==> src/logic/rtes_pkg.sv <==
`default_nettype none
package rtes_pkg;

    // ====================================================================
    // Register map
    localparam logic [7:0] STATUS_OFFSET = 8'h0f;
    localparam logic [7:0] STATUS_RESET = 8'h00;
    localparam int BIT_ANY = 6;
    localparam int BIT_Z_EVT = 5;
    localparam int BIT_Z_SIGN = 4;
    localparam int BIT_Y_EVT = 3;
    localparam int BIT_Y_SIGN = 2;
    localparam int BIT_X_EVT = 1;
    localparam int BIT_X_SIGN = 0;
    localparam int RATE_W = 16;
    localparam int LIMIT_W = 7;
    localparam int COUNT_W = 8;
    localparam int LIMIT_SHIFT = 8;
    localparam logic [7:0] DEBOUNCE_RESET = 8'h01;

    // ====================================================================
    // Operating modes
    typedef enum logic [1:0] {
        RTES_STANDBY = 2'b00,
        RTES_READY = 2'b01,
        RTES_ACTIVE = 2'b10
    } rtes_mode_t;

    // Configuration that all axes share.
    typedef struct packed {
        logic latchEnable;
        logic debounceClearMode;
        logic [LIMIT_W-1:0] rateLimitValue;
        logic [COUNT_W-1:0] debounceLength;
    } rtes_cfg_t;

    // Per-axis result handed to the status logic.
    typedef struct packed {
        logic hit;
        logic release_;
        logic sign;
    } rtes_axis_t;

endpackage
`default_nettype wire

==> src/logic/rtes_axis.sv <==
`default_nettype none
module rtes_axis #(
    parameter int RW = rtes_pkg::RATE_W,
    parameter int CW = rtes_pkg::COUNT_W
) (
    input wire logic clk,
    input wire logic rst,
    input wire logic clkEn,
    input wire logic restart,
    input wire logic sample,
    input wire logic detectEnable,
    input wire logic [RW-1:0] rate,
    input wire rtes_pkg::rtes_cfg_t cfg,
    output rtes_pkg::rtes_axis_t result
);

    logic [RW:0] magnitude;
    logic [RW:0] limit;
    logic above;
    logic [CW-1:0] upCnt_q;
    logic [CW-1:0] downCnt_q;

    // Widened by one bit so that the most negative rate still fits.
    function automatic logic [RW:0] absOf(input logic [RW-1:0] v);
        logic [RW:0] e;
        e = {v[RW-1], v};
        return e[RW] ? (~e + 1'b1) : e;
    endfunction

    assign magnitude = absOf(rate);
    // ====================================================================
    // limit is (value+1)*256
    assign limit = (RW+1)'({1'b0, cfg.rateLimitValue} + 8'h01)
        << rtes_pkg::LIMIT_SHIFT;
    assign above = magnitude > limit;

    always_ff @(posedge clk or posedge rst) begin
        if (rst) begin
            upCnt_q <= '0;
            downCnt_q <= '0;
        end else if (clkEn) begin
            if (restart || !detectEnable) begin
                upCnt_q <= '0;
                downCnt_q <= '0;
            end else if (sample) begin
                if (above) begin
                    downCnt_q <= '0;
                    if (upCnt_q < cfg.debounceLength) begin
                        upCnt_q <= upCnt_q + 1'b1;
                    end
                end else begin
                    if (downCnt_q < cfg.debounceLength) begin
                        downCnt_q <= downCnt_q + 1'b1;
                    end
                    if (cfg.debounceClearMode) begin
                        upCnt_q <= '0;
                    end else if (upCnt_q != '0) begin
                        upCnt_q <= upCnt_q - 1'b1;
                    end
                end
            end
        end
    end

    // A result is only meaningful in the cycle that a sample is taken.
    always_comb begin
        // Compared one bit wider so a full count of 255 cannot wrap to 0.
        result.hit = sample && detectEnable && above
            && ({1'b0, upCnt_q} + 1'b1 >= {1'b0, cfg.debounceLength});
        result.release_ = sample && !above
            && ({1'b0, downCnt_q} + 1'b1 >= {1'b0, cfg.debounceLength});
        result.sign = rate[RW-1];
    end

endmodule
`default_nettype wire

==> src/logic/rtes_event_source.sv <==
`default_nettype none
module rtes_event_source #(
    parameter int RW = rtes_pkg::RATE_W
) (
    input wire logic clk,
    input wire logic rst,
    input wire logic clkEn,
    input wire logic sampleStrobe,
    input wire logic [RW-1:0] xRate,
    input wire logic [RW-1:0] yRate,
    input wire logic [RW-1:0] zRate,
    input wire rtes_pkg::rtes_mode_t opMode,
    input wire logic flagLatchEnable,
    input wire logic xDetectEnable,
    input wire logic yDetectEnable,
    input wire logic zDetectEnable,
    input wire logic debounceClearMode,
    input wire logic [rtes_pkg::LIMIT_W-1:0] rateLimitValue,
    input wire logic [rtes_pkg::COUNT_W-1:0] debounceLength,
    input wire logic regRead,
    input wire logic [7:0] regAddr,
    output logic [7:0] readData,
    output logic readValid,
    output logic anyAxisEvent
);

    rtes_pkg::rtes_cfg_t cfg;
    rtes_pkg::rtes_mode_t prevMode_q;
    rtes_pkg::rtes_axis_t res [3];
    logic [2:0] enables;
    logic [2:0] event_q;
    logic [2:0] sign_q;
    logic any_q;
    logic restart;
    logic statusRead;
    logic [7:0] status;

    assign cfg.latchEnable = flagLatchEnable;
    assign cfg.debounceClearMode = debounceClearMode;
    assign cfg.rateLimitValue = rateLimitValue;
    assign cfg.debounceLength = debounceLength;
    assign enables = {zDetectEnable, yDetectEnable, xDetectEnable};

    // ====================================================================
    // Mode tracking
    always_ff @(posedge clk or posedge rst) begin
        if (rst) begin
            prevMode_q <= rtes_pkg::RTES_STANDBY;
        end else if (clkEn) begin
            prevMode_q <= opMode;
        end
    end

    assign restart = (opMode == rtes_pkg::RTES_ACTIVE)
        && (prevMode_q != rtes_pkg::RTES_ACTIVE);
    assign statusRead = regRead && (regAddr == rtes_pkg::STATUS_OFFSET);

    // ====================================================================
    // Axes: index 0 is X, 1 is Y, 2 is Z.
    rtes_axis #(.RW(RW), .CW(rtes_pkg::COUNT_W)) u_x (
        .clk(clk), .rst(rst), .clkEn(clkEn), .restart(restart),
        .sample(sampleStrobe), .detectEnable(xDetectEnable),
        .rate(xRate), .cfg(cfg), .result(res[0])
    );
    rtes_axis #(.RW(RW), .CW(rtes_pkg::COUNT_W)) u_y (
        .clk(clk), .rst(rst), .clkEn(clkEn), .restart(restart),
        .sample(sampleStrobe), .detectEnable(yDetectEnable),
        .rate(yRate), .cfg(cfg), .result(res[1])
    );
    rtes_axis #(.RW(RW), .CW(rtes_pkg::COUNT_W)) u_z (
        .clk(clk), .rst(rst), .clkEn(clkEn), .restart(restart),
        .sample(sampleStrobe), .detectEnable(zDetectEnable),
        .rate(zRate), .cfg(cfg), .result(res[2])
    );

    // ====================================================================
    // Event and sign flags. A new detection in the read cycle wins over
    // the read-to-clear, so no event is lost.
    always_ff @(posedge clk or posedge rst) begin
        if (rst) begin
            event_q <= '0;
            sign_q <= '0;
        end else if (clkEn) begin
            if (restart) begin
                event_q <= '0;
                sign_q <= '0;
            end else begin
                for (int i = 0; i < 3; i++) begin
                    if (!enables[i]) begin
                        event_q[i] <= 1'b0;
                    end else if (res[i].hit) begin
                        event_q[i] <= 1'b1;
                    end else if (flagLatchEnable && statusRead) begin
                        event_q[i] <= 1'b0;
                    end else if (!flagLatchEnable && res[i].release_) begin
                        event_q[i] <= 1'b0;
                    end
                    if (!enables[i]) begin
                        sign_q[i] <= 1'b0;
                    end else if (sampleStrobe) begin
                        sign_q[i] <= res[i].sign;
                    end else if (flagLatchEnable && statusRead) begin
                        sign_q[i] <= 1'b0;
                    end
                end
            end
        end
    end

    // combined flag follows axis flags, cleared with them on latched read or restart, one cycle after them on release or disable.
    always_ff @(posedge clk or posedge rst) begin
        if (rst) begin
            any_q <= 1'b0;
        end else if (clkEn) begin
            if (restart) begin
                any_q <= 1'b0;
            end else if (flagLatchEnable && statusRead) begin
                any_q <= |({res[2].hit, res[1].hit, res[0].hit} & enables);
            end else begin
                any_q <= |(event_q | ({res[2].hit, res[1].hit, res[0].hit}
                    & enables));
            end
        end
    end

    assign status = {1'b0, any_q, event_q[2], sign_q[2], event_q[1],
        sign_q[1], event_q[0], sign_q[0]};

    // ====================================================================
    // capture before clear
    always_ff @(posedge clk or posedge rst) begin
        if (rst) begin
            readData <= rtes_pkg::STATUS_RESET;
            readValid <= 1'b0;
        end else if (clkEn) begin
            readValid <= regRead;
            if (regRead) begin
                readData <= statusRead ? status : 8'h00;
            end
        end
    end

    assign anyAxisEvent = any_q;

endmodule
`default_nettype wire

==> config.mk <==
export PLATFORM = sky130hd
export DESIGN_NAME = rtes_event_source
export DESIGN_NICKNAME = d
export VERILOG_FILES = /design/src/logic/rtes_pkg.sv /design/src/logic/rtes_axis.sv /design/src/logic/rtes_event_source.sv
export SDC_FILE = /design/constraint.sdc
export NUM_CORES = 1
export LEC_CHECK = 0
export BUFFER_PORTS_ARGS = -buffer_cell sky130_fd_sc_hd__buf_2
export CAP_MARGIN = 20
export CORE_AREA = 2 2 149 151
export DETAILED_ROUTE_END_ITERATION = 10
export DIE_AREA = 0 0 151 153
export GPL_ROUTABILITY_DRIVEN = 0
export HOLD_SLACK_MARGIN = 0.08
export SETUP_SLACK_MARGIN = 0.4
export SLEW_MARGIN = 20
export SYNTH_ARGS = -nofsm -noshare
export SYNTH_HDL_FRONTEND = slang
export SYNTH_HIERARCHICAL = 1
export SYNTH_SLANG_ARGS = --single-unit
==> constraint.sdc <==
create_clock -name clk -period 5.15 [get_ports clk]
set_clock_uncertainty 0.15 [all_clocks]
set_input_delay 0.2575 -clock clk [delete_from_list [all_inputs] [get_ports clk]]
set_output_delay 0.2575 -clock clk [all_outputs]
set_load 0.05 [all_outputs]
* Word-level counts from Yosys, hierarchy flattened
Index checks and enable logic that the tools add are counted.
Word-level totals: register bits after elaboration 66, bits of input ports 83
Operators by class: $add $sub $neg 19, $lt $le $gt $ge 15, eq/ne operators 12, muxes and demuxes 57, bitwise gates (word level) 5, reductions and logical operators 58
Operators by type and width (number):
- two-way mux 8 bit | 30
- adder 8 x 1 -> 9 bit (second input constant) | 6
- >= comparator 9 x 8 -> 1 bit | 6
- adder 17 x 1 -> 17 bit (second input constant) | 3
- greater-than comparator 17 bit | 3
- two-way mux 17 bit | 3
- inverter 17 bit | 3
- adder 8 x 1 -> 8 bit (second input constant) | 6
- less-than comparator 8 bit | 6
- nonzero test 8 bit | 3
- subtractor 8 x 1 -> 8 bit (second input constant) | 3
- logical AND 1 bit | 21
- two-way mux 1 bit | 21
- inequality test 5 x 1 -> 1 bit (second input constant) | 3
- AND reduction 2 bit | 7
- inequality test 4 x 2 -> 1 bit (second input constant) | 3
- AND reduction 4 bit | 3
- nonzero test 4 bit | 3
- inequality test 3 bit (second input constant) | 3
- AND reduction 3 bit | 3
- nonzero test 3 bit | 3
- adder 7 x 1 -> 8 bit (second input constant) | 1
- equality test 8 x 4 -> 1 bit (second input constant) | 1
- zero test 1 bit | 7
- other kinds (9) | 15

* Logic depth before layout (Yosys ltp)
depth in word-level cells 13, gate-level depth with buffers 18, gate-level depth less buffers 17

* Modules after synthesis
The synthesis kept the hierarchy.
Modules (own cells, without submodules):
- rtes_axis at u_x ... | instances 2, cells each 303, area each 2527.4 µm², seq. area each 400.4 µm²
- rtes_axis at u_z | instances 1, cells each 313, area each 2577.5 µm², seq. area each 400.4 µm²
- rtes_event_source | instances 1, cells each 76, area each 854.6 µm², seq. area each 425.4 µm²

* Worst setup path before layout
Ideal clock, no wire load.
kind input -> register, from in yRate[0], to reg any_q, in the netlist anyAxisEvent, library setup time 0.121 ns, arrival time 3.637 ns, required time 4.879 ns, setup slack 1.242 ns, cell stages on the path 18, buffers on the path 1, cells stage by stage inv_1 ha_1 nor4b_1 nand2_1 o41ai_1 xnor2_1 ha_1 nand3_1 or3_1 a311oi_2 o211ai_4 o21a_1 buf_2 nand3_1 a21oi_1 a222oi_1 o21ai_0 a22o_1
RTL lines:
- from (decl) | RTL line rtes_event_source.sv:10 | input wire logic [RW-1:0] yRate,
- to (signal assigned) | RTL line rtes_event_source.sv:118 | any_q <= |({res[2].hit, res[1].hit, res[0].hit} & enables);
- to (signal assigned) | RTL line rtes_event_source.sv:120 | any_q <= |(event_q | ({res[2].hit, res[1].hit, res[0].hit}
- to (decl) | RTL line rtes_event_source.sv:33 | logic any_q;

==> results.yml <==
status:
  status: "completed"
die:
  core_area_um2: 21500
  dieArea_um2: 23100
  fp.dieH_um: 153
  ios: 93
  initial_core_util_pct: 39.5
  num_rows: 54
  die_w_um: 151
grt:
  grt_overflow_total: 0
  grt_pass1_wl_um: 36900
  antenna_found_initial: 0
  grt_max_degree: 20
  gr-usage-all-layers_pct: 19.8
  grt_pass1_vias: 7084
sta:
  final_max_slew_viol_count: 0
  relSlewSlack_pct: 31.5
  hold_viol_final: 0
  tightestPinTransition_ns: 1.02
  layout_worst_path_cycle_share_pct: 80.3
  setup_viol: 0
  fmax_mhz: 242
  setup_tns_ns: 0
  fin_crit_ns: 4.14
  rsz0062_at_grt: "false"
power_and_ir_drop:
  p_leak_nw: 4.46
  powerDensity_nw_per_um2: 245
  peakVddDrop_mv: 0.165
synth:
  synth_area_leaders: "ha_1 20%, dfrtp_1 19%, xnor2_1 4.0%"
  synth_top_area_share_pct: 20.3
  yosys.area.top_type: "ha_1"
  netlist_area_um2: 8490
  synth_cells: 995
  syn-num-nets: 1216
  synth_seq_area_share_pct: 19.2
  syn_avg_cell_area_um2: 8.53
  synth-edff-count: 0
  synthFlopType: "dfrtp_1"
  async_reset_ff_share_pct: 100
  ys_ff_latch: 65
  synth_warnings: 6
  ys_types: 85
clock_network:
  cts_buffer_depth: 2
  cts_tree: "done"
  cts_buffers: 9
  clk_latency_ns: 0.34
  clkTransAtPathRegs_ns: 0.05
  cts_resized: 0
  cts-htree-levels: 3
  cts.sinks: 65
  ctsRootBufferMaster: "clkbuf_16"
job:
  cap_violations: 0
finish:
  syn2layout_area_growth_pct: 11.4
  final_cell_mix: "138 x ha_1, 91 x buf_2, 73 x inv_1"
  final_common_cell: "ha_1"
  final_cells: 1359
  insertedDiodeCount: 0
  drive_above_1_share_pct: 14.6
  nNetsFinal: 1297
  final_area_um2: 9450
worst_hold_path:
  min_to: "sign_q[1]"
  min-delay-path-class: "primary input to flip-flop"
  hold_depth: 3
  hold_start: "yDetectEnable"
placement:
  dp_cells: 1342
  hpwlAfterDp_um: 18000
  placed_area_um2: 9150
  io_buffers: 91
worst_setup_path:
  r2r_end: "anyAxisEvent"
  critPathArrivalTime_ns: 4.21
  r2r-start: "u_z/upCnt_q[0]"
  cp-start-kind: "primary input"
  path_class: "primary input to flip-flop"
  crit_required_ns: 5.23
  rrSetupSlack_ns: 1.67
  critPathCaptureType: "flip-flop"
  rr_worst_depth: 14
  crit_fanout: 9
drt:
  routedWlPerCell_um: 16.7
  drt_iter0_drc: 450
  ant_nets: 0
  vias_per_cell: 5.64
  wl_um: 22800
  dr.pass1.iters: 5
  vias: 7658
  drc: 0
## cell usage after synthesis, drive strengths merged (21+ instances only)
library cell	instances
a21oi	38
nand3	52
o21ai	68
a31oi	21
xnor2	39
inv	73
dfrtp	65
nor3	29
xor2	28
ha	138
a22o	22
nand2	66
nor2	53
o21a	27
nor2b	22
## metal layers
layer  track usage (%)  part of all wire (%)  vias up
met4              3.60                   1.3        0
met3              3.13                   4.1       21
li1                  -                     -     3897
met1              27.5                    47     3576
met2              32.8                    47      164
met5                 0                     0        -
## stage by stage
step                hold WS, ns  utilization [%]  power, mW  worst slack, ns
floorplan                0.0212                -       1.47             1.24
global placement          0.308             42.6       1.72            0.810
detailed placement        0.297             42.6       1.74            0.705
CTS                      0.0906             44.0       2.33             1.05
global route              0.104             44.0       2.51            0.648
finish                    0.112             44.0       2.31             1.01
## worst max path at each step
stage | slack, ns | to | from | cells after the start
4_1_cts | 1.05 | anyAxisEvent | yRate[0] | 18
3_5_place_dp | 0.70 | anyAxisEvent | yRate[0] | 18
3_3_place_gp | 0.81 | anyAxisEvent | yRate[0] | 18
6_report | 1.01 | anyAxisEvent | yRate[0] | 18
2_1_floorplan | 1.24 | anyAxisEvent | yRate[0] | 18
5_1_grt | 0.65 | anyAxisEvent | yRate[0] | 18
## state kept, by name, indices dropped and copies added (netlist names)
register / cells
u_x/downCnt_q: 8
u_x/upCnt_q: 8
u_y/downCnt_q: 8
u_y/upCnt_q: 8
u_z/downCnt_q: 8
u_z/upCnt_q: 8
readData: 7
event_q: 3
sign_q: 3
prevMode_q: 2
anyAxisEvent: 1
readValid: 1
## layout make-up
| cell class | instances | area (um^2) |
|---|---|---|
| Inverter | 73 | 274 |
| Fill cell | 2177 | 12000 |
| Multi-Input combinational cell | 831 | 6430 |
| Clock inverter | 3 | 17.5 |
| Timing Repair Buffer | 96 | 500 |
| Clock buffer | 11 | 253 |
| Tap cell | 280 | 350 |
| Sequential cell | 65 | 1630 |
## worst max-delay path, stage by stage
cell and delay [ns]:
buf_2 0.12, inv_1 0.05, ha_1 0.19, nor4b_1 0.36, nand2_1 0.18, o41ai_1 0.42
xnor2_1 0.13, ha_1 0.31, nand3_1 0.09, or3_1 0.37, a311oi_2 0.32, o211ai_4 0.15
o21a_1 0.36, nand3_1 0.15, a21oi_1 0.09, a222oi_1 0.35, o21ai_0 0.13, a22o_1 0.19
## kinds of logic after synthesis
kind of cell               count (synthesis)  share of synthesized area, %
and+or+nand+nor                          320                          20.4
AOI/OAI and AO/OA                        295                          26.8
adders and majority gates                138                          20.3
buffers and inverters                     99                          5.04
DFF                                       65                          19.2
xor gates and xnor gates                  67                          6.91
muxes                                     10                          1.27
other                                      1                        0.0442
## report_power, final
group	total, mW	switching, mW	internal [mW]	leakage [nW]
Sequential	0.700	0.127	0.573	0.876
Combinational	1.04	0.596	0.441	3.45
Clock	0.577	0.232	0.345	0.133
Total	2.31	0.954	1.36	4.46
## what timing repair did
action                    CTS  global route
hold endpoints to repair   67             0
setup buffers               0             0
hold buffers                3             0
Note: power is estimated with default switching activity, not from simulation.
